### src/rpmii_pkg.sv
package rpmii_pkg;

    // register byte offsets
    localparam logic [7:0] ADR_CTRL     = 8'h00;
    localparam logic [7:0] ADR_STATUS   = 8'h04;
    localparam logic [7:0] ADR_RX_COUNT = 8'h08;
    localparam logic [7:0] ADR_TX_COUNT = 8'h0C;

    // parallel_port_control field positions
    localparam int CTRL_SPD_LO  = 0;
    localparam int CTRL_SPD_HI  = 1;
    localparam int CTRL_DDR     = 2;
    localparam int CTRL_DIR     = 3;
    localparam int CTRL_PLL_OUT = 4;

    // values after reset for the fields that straps do not set
    localparam logic RST_DIR     = 1'h1;
    localparam logic RST_PLL_OUT = 1'h0;

    // speed codes shared by straps and software
    localparam logic [1:0] SPD_10   = 2'h0;
    localparam logic [1:0] SPD_100  = 2'h1;
    localparam logic [1:0] SPD_1000 = 2'h2;
    localparam logic [1:0] SPD_RTBI = 2'h3;

    // link rates in kHz, scaled onto clk_i half periods in inverse proportion
    localparam int RATE_1000_KHZ = 125_000;
    localparam int RATE_100_KHZ  = 25_000;
    localparam int RATE_10_KHZ   = 2_500;
    localparam logic [5:0] HALF_1000 = 6'(RATE_1000_KHZ / RATE_1000_KHZ);
    localparam logic [5:0] HALF_100  = 6'(RATE_1000_KHZ / RATE_100_KHZ);
    localparam logic [5:0] HALF_10   = 6'(RATE_1000_KHZ / RATE_10_KHZ);

    localparam logic [15:0] COUNT_RST = 16'h0000;

    typedef enum logic [2:0] {
        MODE_OFF   = 3'b000,
        MODE_R10   = 3'b001,
        MODE_R100  = 3'b010,
        MODE_R1000 = 3'b011,
        MODE_RTBI  = 3'b100,
        MODE_MII10 = 3'b101,
        MODE_MII100 = 3'b110
    } port_mode_t;

endpackage

### src/reduced_parallel_mii_port.sv
// Added by the designer: the Wishbone register port and the address map.
`timescale 1ns/1ns
`default_nettype none
module reduced_parallel_mii_port (
    input  wire logic        clk_i,
    input  wire logic        rst_i,
    input  wire logic        ce_i,
    // wishbone slave
    input  wire logic        wb_cyc_i,
    input  wire logic        wb_stb_i,
    input  wire logic        wb_we_i,
    input  wire logic [7:0]  wb_adr_i,
    input  wire logic [3:0]  wb_sel_i,
    input  wire logic [31:0] wb_dat_i,
    output logic      [31:0] wb_dat_o,
    output logic             wb_ack_o,
    // reset straps
    input  wire logic        strap_col_i,
    input  wire logic        strap_crs_i,
    input  wire logic [1:0]  strap_rxd_i,
    // parallel receive side
    output logic      [3:0]  rxd_o,
    output logic             rx_ctl_o,
    output logic             rx_er_o,
    output logic             crs_o,
    output logic             col_o,
    input  wire logic        rx_clk_i,
    output logic             rx_clk_o,
    output logic             rx_clk_oe_o,
    // parallel transmit side
    input  wire logic [3:0]  txd_i,
    input  wire logic        tx_ctl_i,
    input  wire logic        gigabit_tx_clock_in_i,
    input  wire logic        tx_clk_i,
    output logic             tx_clk_o,
    output logic             tx_clk_oe_o,
    // serial side
    input  wire logic        ser_rx_valid_i,
    input  wire logic [9:0]  ser_rx_data_i,
    input  wire logic        ser_rx_err_i,
    input  wire logic        ser_signal_i,
    output logic             ser_rx_take_o,
    output logic             ser_tx_valid_o,
    output logic      [9:0]  ser_tx_data_o,
    output logic             ser_tx_err_o,
    output logic             ser_rx_clk_src_o
);
    import rpmii_pkg::*;

    localparam int NPIN = 12;

    // pin synchronisers: 0 gtx, 1 tx clk, 2 rx clk, 3 tx ctl, 7:4 txd, 8 col, 9 crs, 11:10 rxd strap
    logic [NPIN-1:0] s1;
    logic [NPIN-1:0] s2;
    logic [NPIN-1:0] s3;
    logic [NPIN-1:0] filt;
    logic [NPIN-1:0] filt_d;
    wire  [NPIN-1:0] pin_in = {strap_rxd_i, strap_crs_i, strap_col_i, txd_i, tx_ctl_i,
                               rx_clk_i, tx_clk_i, gigabit_tx_clock_in_i};

    genvar g;
    generate
        for (g = 0; g < NPIN; g++) begin : g_sync
            always_ff @(posedge clk_i) begin
                if (ce_i) begin
                    s1[g]     <= pin_in[g];
                    s2[g]     <= s1[g];
                    s3[g]     <= s2[g];
                    filt[g]   <= (s2[g] == s3[g]) ? s3[g] : filt[g];
                    filt_d[g] <= filt[g];
                end
            end
        end
    endgenerate

    wire [NPIN-1:0] pin_rise = filt & ~filt_d;
    wire [NPIN-1:0] pin_fall = ~filt & filt_d;

    // control register
    logic [1:0]  spd;
    logic        ddr;
    logic        dir_dce;
    logic        pll_out;
    logic        strap_done;
    logic        rx_busy;
    logic        tx_busy;
    logic [15:0] rx_units;
    logic [15:0] tx_units;

    // mode decode
    wire        is_ddr_mode = ddr;
    wire        mii_ok      = ~ddr & ~spd[1];
    port_mode_t mode;
    assign mode = !strap_done ? MODE_OFF :
                  is_ddr_mode ? ((spd == SPD_RTBI) ? MODE_RTBI :
                                 (spd == SPD_1000) ? MODE_R1000 :
                                 (spd == SPD_100)  ? MODE_R100 : MODE_R10) :
                  mii_ok ? (spd[0] ? MODE_MII100 : MODE_MII10) : MODE_OFF;

    wire is_rtbi   = (mode == MODE_RTBI);
    wire is_wide   = (mode == MODE_R1000) | is_rtbi;
    wire is_rg_lo  = (mode == MODE_R10) | (mode == MODE_R100);
    wire is_rgmii  = is_wide | is_rg_lo;
    wire is_mii    = (mode == MODE_MII10) | (mode == MODE_MII100);
    wire is_dte    = is_mii & ~dir_dce;
    wire active    = is_rgmii | is_mii;

    // half period follows the current speed code on every rx reload; tx reloads in RGMII modes use HALF_1000
    wire [5:0] half_len = is_wide ? HALF_1000 :
                          ((mode == MODE_R100) | (mode == MODE_MII100)) ? HALF_100 : HALF_10;

    // wishbone decode
    wire wb_req   = wb_cyc_i & wb_stb_i & ~wb_ack_o;
    wire wr_ctrl  = wb_req & wb_we_i & wb_sel_i[0] & (wb_adr_i == ADR_CTRL);
    wire [31:0] status_word = {25'h000_0000, strap_done, tx_busy, rx_busy, ser_signal_i, mode};
    wire [31:0] ctrl_word   = {27'h000_0000, pll_out, dir_dce, ddr, spd};
    wire [31:0] rd_word = (wb_adr_i == ADR_CTRL)     ? ctrl_word :
                          (wb_adr_i == ADR_STATUS)   ? status_word :
                          (wb_adr_i == ADR_RX_COUNT) ? {16'h0000, rx_units} :
                          (wb_adr_i == ADR_TX_COUNT) ? {16'h0000, tx_units} : 32'h0000_0000;

    // strap decode, taken once from the filtered pins after reset
    wire       st_col = filt[8];
    wire       st_crs = filt[9];
    wire [1:0] st_rxd = filt[11:10];
    wire [1:0] st_spd = (st_col & st_crs) ? SPD_1000 : st_rxd;

    always_ff @(posedge clk_i) begin
        if (rst_i) begin
            spd        <= SPD_10;
            ddr        <= 1'b0;
            dir_dce    <= RST_DIR;
            pll_out    <= RST_PLL_OUT;
            strap_done <= 1'b0;
            wb_ack_o   <= 1'b0;
            wb_dat_o   <= 32'h0000_0000;
        end else if (ce_i) begin
            wb_ack_o <= wb_req;
            if (wb_req) begin
                wb_dat_o <= rd_word;
            end
            if (!strap_done) begin
                strap_done <= 1'b1;
                spd        <= st_spd;
                ddr        <= st_crs;
            end else if (wr_ctrl) begin
                spd     <= wb_dat_i[CTRL_SPD_HI:CTRL_SPD_LO];
                ddr     <= wb_dat_i[CTRL_DDR];
                dir_dce <= wb_dat_i[CTRL_DIR];
                pll_out <= wb_dat_i[CTRL_PLL_OUT];
            end
        end
    end

    // ---------------- receive path ----------------
    logic [5:0] rx_cnt;
    logic       nib_hi;
    logic [9:0] rx_hold;
    logic       rx_hold_er;

    // receive clock is divided from clk_i in every driven mode
    wire rx_tick    = active & ~is_dte & (rx_cnt == 6'h00);
    wire rx_rise_ev = is_dte ? pin_fall[2] : (rx_tick & ~rx_clk_o);
    wire rx_fall_ev = rx_tick & rx_clk_o & is_rgmii;
    wire can_take   = ser_rx_valid_i & ~ser_rx_take_o;
    wire take_wide  = rx_rise_ev & is_wide & can_take;
    wire take_nib   = rx_rise_ev & ~is_wide & ~nib_hi & can_take;
    wire take_now   = take_wide | take_nib;
    wire [9:0] rtbi_fall = {rx_hold[9], rx_hold[5], rx_hold[6], rx_hold[7], rx_hold[8],
                            rx_hold[4:0]};

    always_ff @(posedge clk_i) begin
        if (rst_i) begin
            rx_cnt        <= 6'h00;
            rx_clk_o      <= 1'b0;
            rx_clk_oe_o   <= 1'b0;
            rxd_o         <= 4'h0;
            rx_ctl_o      <= 1'b0;
            rx_er_o       <= 1'b0;
            crs_o         <= 1'b0;
            col_o         <= 1'b0;
            rx_busy       <= 1'b0;
            nib_hi        <= 1'b0;
            rx_hold       <= 10'h000;
            rx_hold_er    <= 1'b0;
            ser_rx_take_o <= 1'b0;
            rx_units      <= COUNT_RST;
            ser_rx_clk_src_o <= 1'b0;
        end else if (ce_i) begin
            ser_rx_take_o <= take_now;
            rx_clk_oe_o   <= active & ~is_dte;
            col_o         <= 1'b0;
            ser_rx_clk_src_o <= ser_signal_i;
            if (!active || is_dte) begin
                rx_cnt   <= 6'h00;
                rx_clk_o <= 1'b0;
            end else if (rx_tick) begin
                rx_cnt   <= half_len - 6'h01;
                rx_clk_o <= ~rx_clk_o;
            end else begin
                rx_cnt <= rx_cnt - 6'h01;
            end
            if (!active) begin
                rxd_o    <= 4'h0;
                rx_ctl_o <= 1'b0;
                rx_er_o  <= 1'b0;
                crs_o    <= 1'b0;
                rx_busy  <= 1'b0;
                nib_hi   <= 1'b0;
            end else if (rx_rise_ev) begin
                if (take_now) begin
                    rx_hold    <= ser_rx_data_i;
                    rx_hold_er <= ser_rx_err_i & ~is_rtbi;
                    rxd_o      <= ser_rx_data_i[3:0];
                    rx_ctl_o   <= is_rtbi ? ser_rx_data_i[4] : 1'b1;
                    rx_er_o    <= is_mii & ser_rx_err_i;
                    crs_o      <= ~is_rtbi;
                    rx_busy    <= 1'b1;
                    nib_hi     <= ~is_wide;
                    rx_units   <= rx_units + 16'h0001;
                end else if (nib_hi) begin
                    // second nibble keeps the byte whole, so preamble stays even
                    rxd_o    <= rx_hold[7:4];
                    rx_ctl_o <= 1'b1;
                    nib_hi   <= 1'b0;
                end else begin
                    // idle shows plain zeros, never link or speed status
                    rxd_o    <= 4'h0;
                    rx_ctl_o <= 1'b0;
                    rx_er_o  <= 1'b0;
                    crs_o    <= 1'b0;
                    rx_busy  <= 1'b0;
                    // clear the held unit so idle falling edges show zeros too
                    rx_hold    <= 10'h000;
                    rx_hold_er <= 1'b0;
                end
            end else if (rx_fall_ev) begin
                if (is_wide) begin
                    rxd_o <= is_rtbi ? rtbi_fall[8:5] : rx_hold[7:4];
                end
                // nibble modes leave rxd_o untouched through the falling edge
                rx_ctl_o <= is_rtbi ? rx_hold[9] : (rx_busy ^ rx_hold_er);
            end
        end
    end

    // ---------------- transmit path ----------------
    logic [5:0] tx_cnt;
    logic       tx_hi;
    logic [3:0] tx_lo;
    logic       tx_c0;

    wire       tx_drive   = (is_rgmii & pll_out) | (is_mii & dir_dce);
    wire [5:0] tx_half    = is_rgmii ? HALF_1000 : half_len;
    wire       tx_tick    = tx_drive & (tx_cnt == 6'h00);
    // the transmit clock only paces capture; serial timing never comes from it
    wire       tx_rise_ev = is_rgmii ? pin_rise[0] :
                            is_dte ? pin_rise[1] :
                            (is_mii & tx_tick & tx_clk_o);
    wire       tx_fall_ev = is_wide & pin_fall[0];
    wire [3:0] p_txd      = filt[7:4];
    wire       p_ctl      = filt[3];

    always_ff @(posedge clk_i) begin
        if (rst_i) begin
            tx_cnt         <= 6'h00;
            tx_clk_o       <= 1'b0;
            tx_clk_oe_o    <= 1'b0;
            tx_busy        <= 1'b0;
            tx_hi          <= 1'b0;
            tx_lo          <= 4'h0;
            tx_c0          <= 1'b0;
            ser_tx_valid_o <= 1'b0;
            ser_tx_data_o  <= 10'h000;
            ser_tx_err_o   <= 1'b0;
            tx_units       <= COUNT_RST;
        end else if (ce_i) begin
            ser_tx_valid_o <= 1'b0;
            ser_tx_err_o   <= 1'b0;
            tx_clk_oe_o    <= tx_drive;
            if (!tx_drive) begin
                tx_cnt   <= 6'h00;
                tx_clk_o <= 1'b0;
            end else if (tx_tick) begin
                tx_cnt   <= tx_half - 6'h01;
                tx_clk_o <= ~tx_clk_o;
            end else begin
                tx_cnt <= tx_cnt - 6'h01;
            end
            if (!active) begin
                tx_busy <= 1'b0;
                tx_hi   <= 1'b0;
            end else if (tx_rise_ev) begin
                tx_c0 <= p_ctl;
                if (is_wide) begin
                    tx_lo <= p_txd;
                end else if (p_ctl) begin
                    // enable alone decides; the error half is discarded
                    tx_busy <= 1'b1;
                    if (!tx_hi) begin
                        tx_lo <= p_txd;
                        tx_hi <= 1'b1;
                    end else begin
                        ser_tx_valid_o <= 1'b1;
                        ser_tx_data_o  <= {2'h0, p_txd, tx_lo};
                        tx_hi          <= 1'b0;
                        tx_units       <= tx_units + 16'h0001;
                    end
                end else begin
                    // an odd trailing nibble is dropped with the frame end
                    tx_busy <= 1'b0;
                    tx_hi   <= 1'b0;
                end
            end else if (tx_fall_ev) begin
                if (is_rtbi) begin
                    ser_tx_valid_o <= 1'b1;
                    ser_tx_data_o  <= {p_ctl, p_txd[0], p_txd[1], p_txd[2], p_txd[3],
                                       tx_c0, tx_lo};
                    tx_units       <= tx_units + 16'h0001;
                end else if (tx_c0) begin
                    // pairs 1,0 and 1,1 both carry data; 0,x is idle
                    ser_tx_valid_o <= 1'b1;
                    ser_tx_data_o  <= {2'h0, p_txd, tx_lo};
                    tx_units       <= tx_units + 16'h0001;
                end
                tx_busy <= tx_c0 & ~is_rtbi;
            end
        end
    end

endmodule
`default_nettype wire

### config.mk
export PLATFORM = sky130hd
export DESIGN_NAME = reduced_parallel_mii_port
export DESIGN_NICKNAME = d
export VERILOG_FILES = /design/src/rpmii_pkg.sv /design/src/reduced_parallel_mii_port.sv
export SDC_FILE = /design/constraint.sdc
export NUM_CORES = 1
export LEC_CHECK = 0
export ABC_AREA = 0
export BUFFER_PORTS_ARGS = -buffer_cell sky130_fd_sc_hd__buf_4
export CORE_MARGIN = 5
export CORE_UTILIZATION = 45
export DETAILED_ROUTE_END_ITERATION = 7
export GPL_TIMING_DRIVEN = 0
export HOLD_SLACK_MARGIN = 0.06
export PLACE_DENSITY_LB_ADDON = 0.08
export SYNTH_ARGS = -nofsm -noshare
export SYNTH_HDL_FRONTEND = slang
export SYNTH_SLANG_ARGS = --single-unit
### constraint.sdc
create_clock -name clk_i -period 5.4 [get_ports clk_i]
set_clock_uncertainty 0.15 [all_clocks]
set_input_delay 0 -clock clk_i [delete_from_list [all_inputs] [get_ports clk_i]]
set_output_delay 0 -clock clk_i [all_outputs]
set_load 0.1 [all_outputs]
# Word level (Yosys, flattened, before mapping)
# Cells that the tools add are included.
# totals
regBits,178
latch_bits,0
ramBits,0
romBits,0
input_bits,75
output_inout_bits,59
elab_cells,311
memories,0
# classes
add_sub_neg,6
n_mul,0
div_mod_pow,0
order_cmp,0
n_eq_ne,39
shifts,0
muxes,95
bitwise_logic,52
reduce_logical,37
# ops
cell,count
$mux 16,11
$mux 10,9
$mux 1,48
$mux 6,7
$mux 4,10
$reduce_and 2->1,18
$add 16x1->16 const B,2
$and 1x1->1,28
$sub 6x1->6 const B,4
$reduce_and 3->1,6
$eq 8x4->1 const B,2
$eq 1x1->1,12
$logic_not 6->1,2
$mux 2,6
$mux 3,4
$not 1->1,11
$ne 2x1->1 const B,5
$ne 2x2->1 const B,5
$eq 3x3->1 const B,3
$eq 8x3->1 const B,1
$logic_not 8->1,1
$or 1x1->1,8
$reduce_and 4->1,2
$reduce_and 7->1,1
other kinds (17),23

# Depth between registers and ports, before layout
# Gate-level depths: netlist of run 1.
# logic_depth
depth_word,21
ltp_mapped,13

# Least setup slack after synthesis of run 1
# No wires, ideal clock.
# synth_path
kind,reg2reg
start,reg spd[1]
end,reg tx_cnt[4]
setup_time_ns,0.129
t_arrival_ns,2.402
setup_slack_ns,2.718
stages_incl_launch_ff,13
path_buffers,1
cell_sequence,dfxtp_1 buf_4 inv_1 ha_1 and3b_1 o21ai_0 a211oi_1 o21bai_1 ha_1 nand2b_1 o311a_1 a21oi_1 a21oi_1
# synth_via
elab_chain_cells,14
elab_cells_between_ends,32
# synth_rtl
element,line_no,source
from (decl),reduced_parallel_mii_port.sv:80,logic [1:0] spd;
from (signal assigned),reduced_parallel_mii_port.sv:144,spd <= st_spd;
from (signal assigned),reduced_parallel_mii_port.sv:147,spd <= wb_dat_i[CTRL_SPD_HI:CTRL_SPD_LO];
$eq 2x1->1,reduced_parallel_mii_port.sv:97,(spd == SPD_100) ? MODE_R100 : MODE_R10) :
$mux 2,reduced_parallel_mii_port.sv:97,
$mux 2,reduced_parallel_mii_port.sv:96,(spd == SPD_1000) ? MODE_R1000 :
$mux 3,reduced_parallel_mii_port.sv:95,is_ddr_mode ? ((spd == SPD_RTBI) ? MODE_RTBI :
$mux 3 (*),reduced_parallel_mii_port.sv:95,
$mux 3 (*),reduced_parallel_mii_port.sv:94,assign mode = !strap_done ? MODE_OFF :
$eq 3x2->1 (tied with other cells),"reduced_parallel_mii_port.sv:102, reduced_parallel_mii_port.sv:110",
$or 1x1->1 (on tied branches),"reduced_parallel_mii_port.sv:110, reduced_parallel_mii_port.sv:101, reduced_parallel_mii_port.sv:102",
$mux 6 / $or 1x1->1 (equally long branches),"reduced_parallel_mii_port.sv:110, reduced_parallel_mii_port.sv:103",
$mux 6 / $and 1x1->1 (equally long branches),"reduced_parallel_mii_port.sv:109, reduced_parallel_mii_port.sv:253",
$mux 6 / $or 1x1->1 (equally long branches),"reduced_parallel_mii_port.sv:254, reduced_parallel_mii_port.sv:253",
$sub 6x1->6 / $and 1x1->1 (equally long branches),"reduced_parallel_mii_port.sv:285, reduced_parallel_mii_port.sv:255",
$mux 6,reduced_parallel_mii_port.sv:284,end else if (tx_tick) begin
$mux 6 (*),reduced_parallel_mii_port.sv:281,if (!tx_drive) begin
to (signal assigned),reduced_parallel_mii_port.sv:285,tx_cnt <= tx_half - 6'h01;
to (signal assigned),reduced_parallel_mii_port.sv:288,tx_cnt <= tx_cnt - 6'h01;
to (decl),reduced_parallel_mii_port.sv:248,logic [5:0] tx_cnt;
# Every way passes the cells marked *; elsewhere a longest branch is shown, timed or not.
# A chain may end at the register's enable or synchronous reset.

# Worst setup path in the final report of run 1
# layout_path
start,reg spd[1]
end,reg tx_units[3]
# layout_via
elab_chain_cells,18
elab_cells_between_ends,41
# layout_rtl
element,line_no,source
$eq 2x1->1,reduced_parallel_mii_port.sv:97,
$mux 2,reduced_parallel_mii_port.sv:97,
$mux 2,reduced_parallel_mii_port.sv:96,
$mux 3,reduced_parallel_mii_port.sv:95,
$mux 3 (*),reduced_parallel_mii_port.sv:95,
$mux 3 (*),reduced_parallel_mii_port.sv:94,
$eq 3x2->1 (tied with other cells),reduced_parallel_mii_port.sv:101,wire is_wide = (mode == MODE_R1000) | is_rtbi;
$or 1x1->1 (on tied branches),"reduced_parallel_mii_port.sv:101, reduced_parallel_mii_port.sv:102",
$or 1x1->1,reduced_parallel_mii_port.sv:103,wire is_rgmii = is_wide | is_rg_lo;
$and 1x1->1,reduced_parallel_mii_port.sv:253,wire tx_drive = (is_rgmii & pll_out) | (is_mii & dir_dce);
$or 1x1->1,reduced_parallel_mii_port.sv:253,
$and 1x1->1,reduced_parallel_mii_port.sv:255,wire tx_tick = tx_drive & (tx_cnt == 6'h00);
$and 1x1->1 (2 in a row),reduced_parallel_mii_port.sv:259,(is_mii & tx_tick & tx_clk_o);
$mux 1,reduced_parallel_mii_port.sv:258,is_dte ? pin_rise[1] :
$mux 1,reduced_parallel_mii_port.sv:257,wire tx_rise_ev = is_rgmii ? pin_rise[0] :
$ne 2x2->1 (no line) (tied with other cells),n/a,
$reduce_and 7->1 (no line),n/a,
to (signal assigned),reduced_parallel_mii_port.sv:307,tx_units <= tx_units + 16'h0001;
to (signal assigned),reduced_parallel_mii_port.sv:319,tx_units <= tx_units + 16'h0001;
to (signal assigned),reduced_parallel_mii_port.sv:324,tx_units <= tx_units + 16'h0001;
to (decl),reduced_parallel_mii_port.sv:88,logic [15:0] tx_units;
# Every way passes the cells marked *; elsewhere a longest branch is shown, timed or not. The select of a mux whose other input is x is not followed.

==> load_flow_metrics.sql, run 1 <==
INSERT INTO impl_metrics (metric_group, metric, value, unit) VALUES
('pwr', 'power.share.switching', '0.293', ''),
('die', 'pin_count', '134', ''),
('clock_network', 'worstSkewPairLatency', '0.43', 'ns'),
('job', 'maxCapViolCount', '0', ''),
('sta', 'minimum_hold_slack', '0.128', 'ns'),
('die', 'die_area', '19400', 'um^2'),
('global_route', 'gr-usage-all-layers', '0.215', ''),
('hold_path', 'worstHoldPathType', 'primary input to flip-flop', ''),
('die', 'floorplan.die.height', '139', 'um'),
('setup_path', 'path_cells', 'buf_4 -> inv_1 -> ha_1 -> and2_1 -> o21ai_2 -> nor3_2 -> a22oi_1 -> clkbuf_1 -> xor2_1 -> nor2_1', ''),
('sta', 'remaining_max_slew_budget_at_the_tightest_pin', '0.402', ''),
('synth', 'synth_edf_count', '51', ''),
('hold_path', 'worst_hold_path.num_cells', '5', ''),
('clock_network', 'post_cts_resize_count', '0', ''),
('placed_design', 'pre_cts_ws', '2.20', 'ns'),
('placed_design', 'globalplace.congestion', '0.892', ''),
('synth', 'ys_dominant_reg_cell', 'sky130_fd_sc_hd__dfxtp_1', ''),
('clock_network', 'cts_max_level', '4', ''),
('pwr', 'cellPowerDensity', '302', 'nW/um^2'),
('outcome', 'outcome', 'completed', ''),
('synth', 'synth.yosys.seq_area_share', '0.489', ''),
('route', 'drt-wirelength-per-cell', '18.3', 'um'),
('synth', 'number_of_distinct_library_cells_after_synthesis', '86', ''),
('sta', 'max_clock_freq', '310', 'MHz'),
('clock_network', 'cts_post_setup_buffers_inserted', '0', ''),
('setup_path', 'worstPathMaxFanout', '10', ''),
('setup_path', 'cp-end-kind', 'flip-flop', ''),
('pwr', 'combPwrFrac', '0.148', ''),
('setup_path', 'timing_worst_setup_path_type', 'flip-flop to flip-flop', ''),
('pwr', 'seq_power_share', '0.457', ''),
('pwr', 'peakVddDrop', '0.240', 'mV'),
('die', 'core_area', '16500', 'um^2'),
('synth', 'synthArstFlopShare', '0', ''),
('synth', 'synth.cell_area', '7520', 'um^2'),
('pwr', 'internal_power', '2.02', 'mW'),
('sta', 'final_max_slew_viol_count', '0', ''),
('route', 'drtAntennaViolNets', '0', ''),
('synth', 'ys_seq_elements', '158', ''),
('sta', 'worstMarginPinSlew', '0.897', 'ns'),
('route', 'detail_route.vias_per_cell', '5.61', ''),
('sta', 'totalNegativeSetupSlack', '0', 'ns'),
('final_layout', 'antenna_diode_count', '0', ''),
('pwr', 'netSwitchingPower', '836', 'uW'),
('final_layout', 'final_nets', '997', ''),
('sta', 'setup_slack', '2.17', 'ns'),
('setup_path', 'crit_slowest_cell', 'sky130_fd_sc_hd__a22oi_1', ''),
('die', 'fp.dieW', '139', 'um'),
('route', 'via_count', '6441', ''),
('setup_path', 'crit_family', 'compound AO/OA/AOI/OAI gates', ''),
('sta', 'rsz0062_at_grt', 'false', ''),
('setup_path', 'timing.critical_path.from_type', 'flip-flop', ''),
('global_route', 'grt.overflow.total', '0', ''),
('synth', 'synthesis.instances', '756', ''),
('die', 'initial_core_util', '0.457', ''),
('clock_network', 'clk_pin_slew', '0.07', 'ns'),
('route', 'dr.first_iter.drc_count', '482', ''),
('route', 'routed_wirelength', '21000', 'um'),
('sta', 'finalSetupViolations', '0', ''),
('route', 'drt_first_pass_iters', '6', ''),
('setup_path', 'critical_path_depth', '10', ''),
('setup_path', 'crit_buf_inv', '3', ''),
('clock_network', 'number_of_sinks_driven_by_the_clock_tree', '158', ''),
('sta', 'min_period_over_period', '0.598', ''),
('placed_design', 'detailed_place_hpwl', '15000', 'um'),
('clock_network', 'cts_tree', 'yes', ''),
('global_route', 'maximum_number_of_pins_on_one_net_before_global_route_repair', '43', ''),
('synth', 'avgSynthCellArea', '9.95', 'um^2'),
('pwr', 'power.clock.fraction', '0.395', ''),
('die', 'std_cell_rows', '47', ''),
('setup_path', 'setup.reg_to_reg.worst_slack', '2.17', 'ns'),
('setup_path', 'worst-endpoint-required', '5.53', 'ns');
-- cells in the mapped netlist, drive strengths merged, types with 7 or more instances --
master | n | area [um^2]
or4 | 9 | 67.6
dfxtp | 107 | 2140
edfxtp | 51 | 1530
nand3b | 7 | 52.6
and2 | 8 | 51.3
a211oi | 7 | 57.6
a22oi | 17 | 128
a21oi | 59 | 307
mux2 | 10 | 113
inv | 13 | 48.8
nand4 | 11 | 83.8
nor4 | 7 | 65.1
a22o | 8 | 70.1
or3 | 16 | 105
buf | 37 | 255
nand3 | 16 | 80.1
mux2i | 21 | 210
nor2 | 74 | 283
nand2 | 70 | 270
clkbuf | 22 | 92.6
a31oi | 7 | 43.8
nand2b | 8 | 50.1
xor2 | 15 | 131
nor3 | 16 | 95.1
o21ai | 37 | 189
o31ai | 7 | 52.6
-- power by group through the flow --
stage	clock network (mW)	logic (mW)	registers, mW
after global routing	1.20	0.450	1.31
after CTS	1.15	0.419	1.30
after detailed placement	0	0.396	1.33
after floorplan	0	0.250	1.37
after global placement	0	0.392	1.33
final	1.13	0.422	1.30
-- cell families (layout without fill, tap and decap cells) --
group,after synthesis,after routing,share of synthesized area
AND/OR/NAND/NOR,275,275,0.196
AO/OA/AOI/OAI,185,185,0.170
flip-flops,158,158,0.489
buffers and inverters,75,231,0.0559
multiplexers,35,35,0.0554
XOR/XNOR,21,21,0.0245
adder cells (fa/ha/maj),6,6,0.00998
other,1,18,0.000499
-- worst min-delay path: stages --
cell                      delay [ns]
sky130_fd_sc_hd__buf_4          0.08
sky130_fd_sc_hd__and4_1         0.25
sky130_fd_sc_hd__a21oi_1        0.13
sky130_fd_sc_hd__mux2i_1        0.14
sky130_fd_sc_hd__nor2_1         0.07
-- layout make-up --
| class | count | area, um^2 |
|---|---|---|
| inverters | 14 | 52.6 |
| clock buffers | 17 | 425 |
| well taps | 220 | 275 |
| plain buffers | 61 | 368 |
| flip-flops and latches | 158 | 3670 |
| multi-input cells | 540 | 3490 |
| clock inverters | 15 | 124 |
| repair buffers | 124 | 1030 |
| fillers | 1453 | 7030 |
-- worst paths after layout --
path | from | to
max | spd[1] | tx_units[3]
min | wb_we_i | ddr
max reg2reg | spd[1] | tx_units[3]
min reg2reg | s1[11] | s2[11]
-- placed cells by master (no fill, tap or decap), drive strengths merged, types with 5 or more instances in the layout --
cell         synthesis  layout
a211oi               7       7
a21oi               59      59
a22o                 8       8
a22oi               17      17
a31oi                7       7
a32o                 5       5
and2                 8       8
and3                 6       6
and4                 6       6
buf                 37     121
clkbuf              22      39
clkinv               1       5
conb                 1      18
dfxtp              107     107
dlygate4sd3          2      42
edfxtp              51      51
ha                   6       6
inv                 13      21
mux2                10      10
mux2i               21      21
nand2               70      70
nand2b               8       8
nand3               16      16
nand3b               7       7
nand4               11      11
nor2                74      74
nor2b                5       5
nor3                16      16
nor4                 7       7
o21ai               37      37
o31ai                7       7
or3                 16      16
or4                  9       9
xnor2                6       6
xor2                15      15
-- through the flow --
stage	power (mW)	utilization	std cells	cell area [um^2]
after floorplan	1.62	-	773	7580
after global placement	1.72	0.516	1077	8490
after detailed placement	1.73	0.516	1077	8490
after CTS	2.87	0.573	1149	9440
after global routing	2.96	0.573	1149	9440
final	2.85	0.573	1149	9440
-- flip-flops by register name (all words and copies together), names as in the netlist, 2 cells and up --
| name | count |
|---|---|
| rx_hold | 6 |
| rxd_o | 4 |
| tx_units | 16 |
| filt | 9 |
| tx_cnt | 6 |
| ser_tx_data_o | 10 |
| wb_dat_o | 16 |
| spd | 2 |
| s2 | 12 |
| rx_units | 16 |
| s3 | 12 |
| s1 | 12 |
| tx_lo | 4 |
| filt_d | 3 |
| rx_cnt | 6 |
-- routing by layer --
layer | routed length (um) | vias up | GRT usage
met2 | 10200 | 199 | 0.357
met1 | 9420 | 3124 | 0.281
met4 | 343 | 0 | 0.0602
met5 | 0 | - | 0
met3 | 1090 | 23 | 0.0518
li1 | - | 3095 | -
Note: power is estimated with default switching activity, not from simulation.
==> inputs of run 2 (changes only) <==
clock period = 2.8 ns   (was 5.4 ns; I/O delays follow)
==> run 2 against run 1 <==
Compared with the run above:
- worst hold slack worse by 0.099 ns
- cell count grew 1.8%
- combinational power increased by 110%
- first-iteration DRC count rose by 23%
- critical path depth is 1 higher
- maximum frequency increased by 18%
- global-route usage rose by 0.17 points
- flip-flop and latch count is the same
- sequential share of layout area decreased by 1.4 points
- die area did not move
- worst setup slack lost 2.1 ns
- critical path type unchanged
- largest power group unchanged
==> load_flow_metrics.sql, run 2 (synthesis gave the netlist of run 1 again) <==
INSERT INTO impl_metrics (metric_group, metric, value, unit) VALUES
('outcome', 'outcome', 'completed', ''),
('global_route', 'antenna_found_initial', '0', ''),
('clock_network', 'worstSkewPairLatency', '0.43', 'ns'),
('final_layout', 'fraction_of_final_layout_cells_sized_beyond_drive_strength_1', '0.242', ''),
('placed_design', 'numPortBuffers', '84', ''),
('hold_path', 'worstHoldPathType', 'primary input to flip-flop', ''),
('placed_design', 'globalplace.congestion', '0.892', ''),
('final_layout', 'top_library_cells_by_usage_in_the_layout_fill_and_taps_aside', 'sky130_fd_sc_hd__buf_4 (123), sky130_fd_sc_hd__dfxtp_1 (104), sky130_fd_sc_hd__nor2_1 (72)', ''),
('job', 'maxCapViolCount', '0', ''),
('die', 'die_area', '19400', 'um^2'),
('pwr', 'total_leakage_power', '3.74', 'nW'),
('sta', 'worstMarginPinSlew', '0.874', 'ns'),
('clock_network', 'cts_root_buffer_type', 'sky130_fd_sc_hd__clkbuf_16', ''),
('setup_path', 'worstPathMaxFanout', '8', ''),
('die', 'fp.dieW', '139', 'um'),
('global_route', 'grt.overflow.total', '0', ''),
('final_layout', 'layout_commonest_cell', 'sky130_fd_sc_hd__buf_4', ''),
('pwr', 'peakVddDrop', '0.467', 'mV'),
('setup_path', 'timing.critical_path.from_type', 'flip-flop', ''),
('sta', 'rsz0062_at_grt', 'true', ''),
('die', 'pin_count', '134', ''),
('final_layout', 'synth_to_layout_area_growth', '30.5', '%'),
('die', 'std_cell_rows', '47', ''),
('clock_network', 'number_of_sinks_driven_by_the_clock_tree', '158', ''),
('final_layout', 'antenna_diode_count', '0', ''),
('sta', 'finalCriticalPeriod', '2.73', 'ns'),
('final_layout', 'layout.cell_area.non_filler', '9810', 'um^2'),
('placed_design', 'dp.cells', '1077', ''),
('route', 'dr.first_iter.drc_count', '591', ''),
('final_layout', 'finish.cell_count_without_fillers', '1170', ''),
('pwr', 'cellPowerDensity', '569', 'nW/um^2'),
('sta', 'min_period_over_period', '0.977', ''),
('setup_path', 'setup.reg_to_reg.worst_slack', '0.07', 'ns'),
('route', 'detail_route.vias_per_cell', '5.55', ''),
('global_route', 'gr-usage-all-layers', '0.217', ''),
('die', 'core_area', '16500', 'um^2'),
('route', 'via_count', '6496', ''),
('global_route', 'number_of_global_route_vias_before_repair', '6209', ''),
('clock_network', 'ctsLongestPathBuffers', '2', ''),
('sta', 'report.final.hold_viol_count', '0', ''),
('route', 'routed_wirelength', '21600', 'um'),
('clock_network', 'clk_pin_slew', '0.07', 'ns'),
('die', 'initial_core_util', '0.457', ''),
('setup_path', 'timing.critical_path.slowest_cell_delay', '0.52', 'ns'),
('setup_path', 'path_cells', 'buf_6 -> inv_1 -> ha_4 -> and4_1 -> buf_6 -> o2111ai_2 -> nor3_4 -> a41oi_2 -> buf_6 -> or4_1 -> a21oi_1', ''),
('final_layout', 'biggestRegsByFlops', 'rx_units: 16 flops, tx_units: 16 flops, wb_dat_o: 16 flops', ''),
('final_layout', 'final_nets', '1018', ''),
('route', 'drt-wirelength-per-cell', '18.5', 'um'),
('sta', 'max_clock_freq', '366', 'MHz'),
('placed_design', 'dpl-instance-area', '8490', 'um^2'),
('clock_network', 'cts_tree', 'yes', ''),
('route', 'drtAntennaViolNets', '0', ''),
('placed_design', 'detailed_place_hpwl', '15000', 'um'),
('setup_path', 'worst-endpoint-required', '3.00', 'ns'),
('setup_path', 'crit_slowest_cell', 'sky130_fd_sc_hd__or4_1', ''),
('setup_path', 'critical_path_arrival', '2.94', 'ns'),
('sta', 'totalNegativeSetupSlack', '0', 'ns'),
('clock_network', 'tritoncts.num_buffers', '17', ''),
('route', 'post-route-drc-count', '0', ''),
('route', 'drt_first_pass_iters', '5', ''),
('die', 'floorplan.die.height', '139', 'um'),
('setup_path', 'timing_worst_setup_path_type', 'flip-flop to flip-flop', ''),
('sta', 'final_max_slew_viol_count', '0', ''),
('setup_path', 'crit_top_cell', 'sky130_fd_sc_hd__buf_6', ''),
('setup_path', 'cp-end-kind', 'flip-flop', ''),
('global_route', 'grt_first_pass_wirelength', '33500', 'um'),
('sta', 'finalSetupViolations', '0', ''),
('clock_network', 'cts_max_level', '4', ''),
('sta', 'remaining_max_slew_budget_at_the_tightest_pin', '0.417', ''),
('global_route', 'maximum_number_of_pins_on_one_net_before_global_route_repair', '40', '');
-- run 2: cell types whose count changed in the layout (fill, tap and decap cells not counted), moves of 2 or more --
cell	before	now
sky130_fd_sc_hd__buf_2	9	7
sky130_fd_sc_hd__a31oi_1	7	5
sky130_fd_sc_hd__clkbuf_2	0	2
sky130_fd_sc_hd__nor3_2	3	1
sky130_fd_sc_hd__dfxtp_2	0	2
sky130_fd_sc_hd__buf_4	108	123
sky130_fd_sc_hd__buf_6	2	8
sky130_fd_sc_hd__nor3_4	0	2
sky130_fd_sc_hd__clkbuf_1	21	18
sky130_fd_sc_hd__a31oi_2	0	2
sky130_fd_sc_hd__dfxtp_1	107	104
-- run 2: worst paths after layout --
path | startpoint | endpoint | cells past startpoint
max reg2reg | spd[1] | tx_units[14] | 11
min | wb_adr_i[1] | wb_dat_o[3] | 5
min reg2reg | s1[11] | s2[11] | 0
max | spd[1] | tx_units[14] | 11
-- run 2: power breakdown --
part | switching, mW | total (mW) | internal [mW] | leakage, nW
Combinational | 0.569 | 0.889 | 0.320 | 2.11
Clock | 1.02 | 2.18 | 1.16 | 0.264
Sequential | 0.0603 | 2.52 | 2.46 | 1.36
Total | 1.65 | 5.59 | 3.94 | 3.74
-- run 2: routing by layer --
layer,vias up,track usage,share of wire
met5,-,0,0
met4,0,0.0546,0.011
met3,23,0.0518,0.054
met2,216,0.364,0.49
met1,3135,0.282,0.44
li1,3122,-,-
-- run 2: final cells by class --
cell class / count / area, um^2
buffer: 60 / 399
clock buffer: 17 / 425
clock inverter: 15 / 124
fill: 1425 / 6660
inverter: 14 / 52.6
multi-input combinational: 541 / 3650
sequential: 158 / 3680
tap: 220 / 275
timing repair buffer: 145 / 1200
-- run 2: what timing repair did --
| item | in CTS | in global routing |
|---|---|---|
| hold buffers | 41 | 0 |
| pin swaps | 7 | 10 |
| gates cloned | 0 | 3 |
| endpoints found under the hold margin | 75 | 0 |
| buffers inserted | 8 | 10 |
| endpoints found under the setup margin | 59 | 59 |
| gates resized for setup | 13 | 30 |
-- run 2: per-stage QoR --
stage	utilization	hold WS (ns)	setup WS [ns]	power, mW
5_1_grt	0.596	0.0671	-0.0340	5.79
3_3_place_gp	0.516	0.0295	-0.372	3.32
3_5_place_dp	0.516	0.0293	-0.403	3.33
2_1_floorplan	-	-0.0511	0.118	3.11
4_1_cts	0.581	0.0854	-0.0138	5.56
6_report	0.596	0.0290	0.0656	5.59
-- run 2: worst max-delay path: cells and delay by family, from the launching register on --
kind                       cells  cell delay (ns)
buffers and inverters          4             0.52
adders and majority gates      1             0.30
AOI/OAI and AO/OA              3             0.37
DFF                            1             0.34
and+or+nand+nor                3             0.96
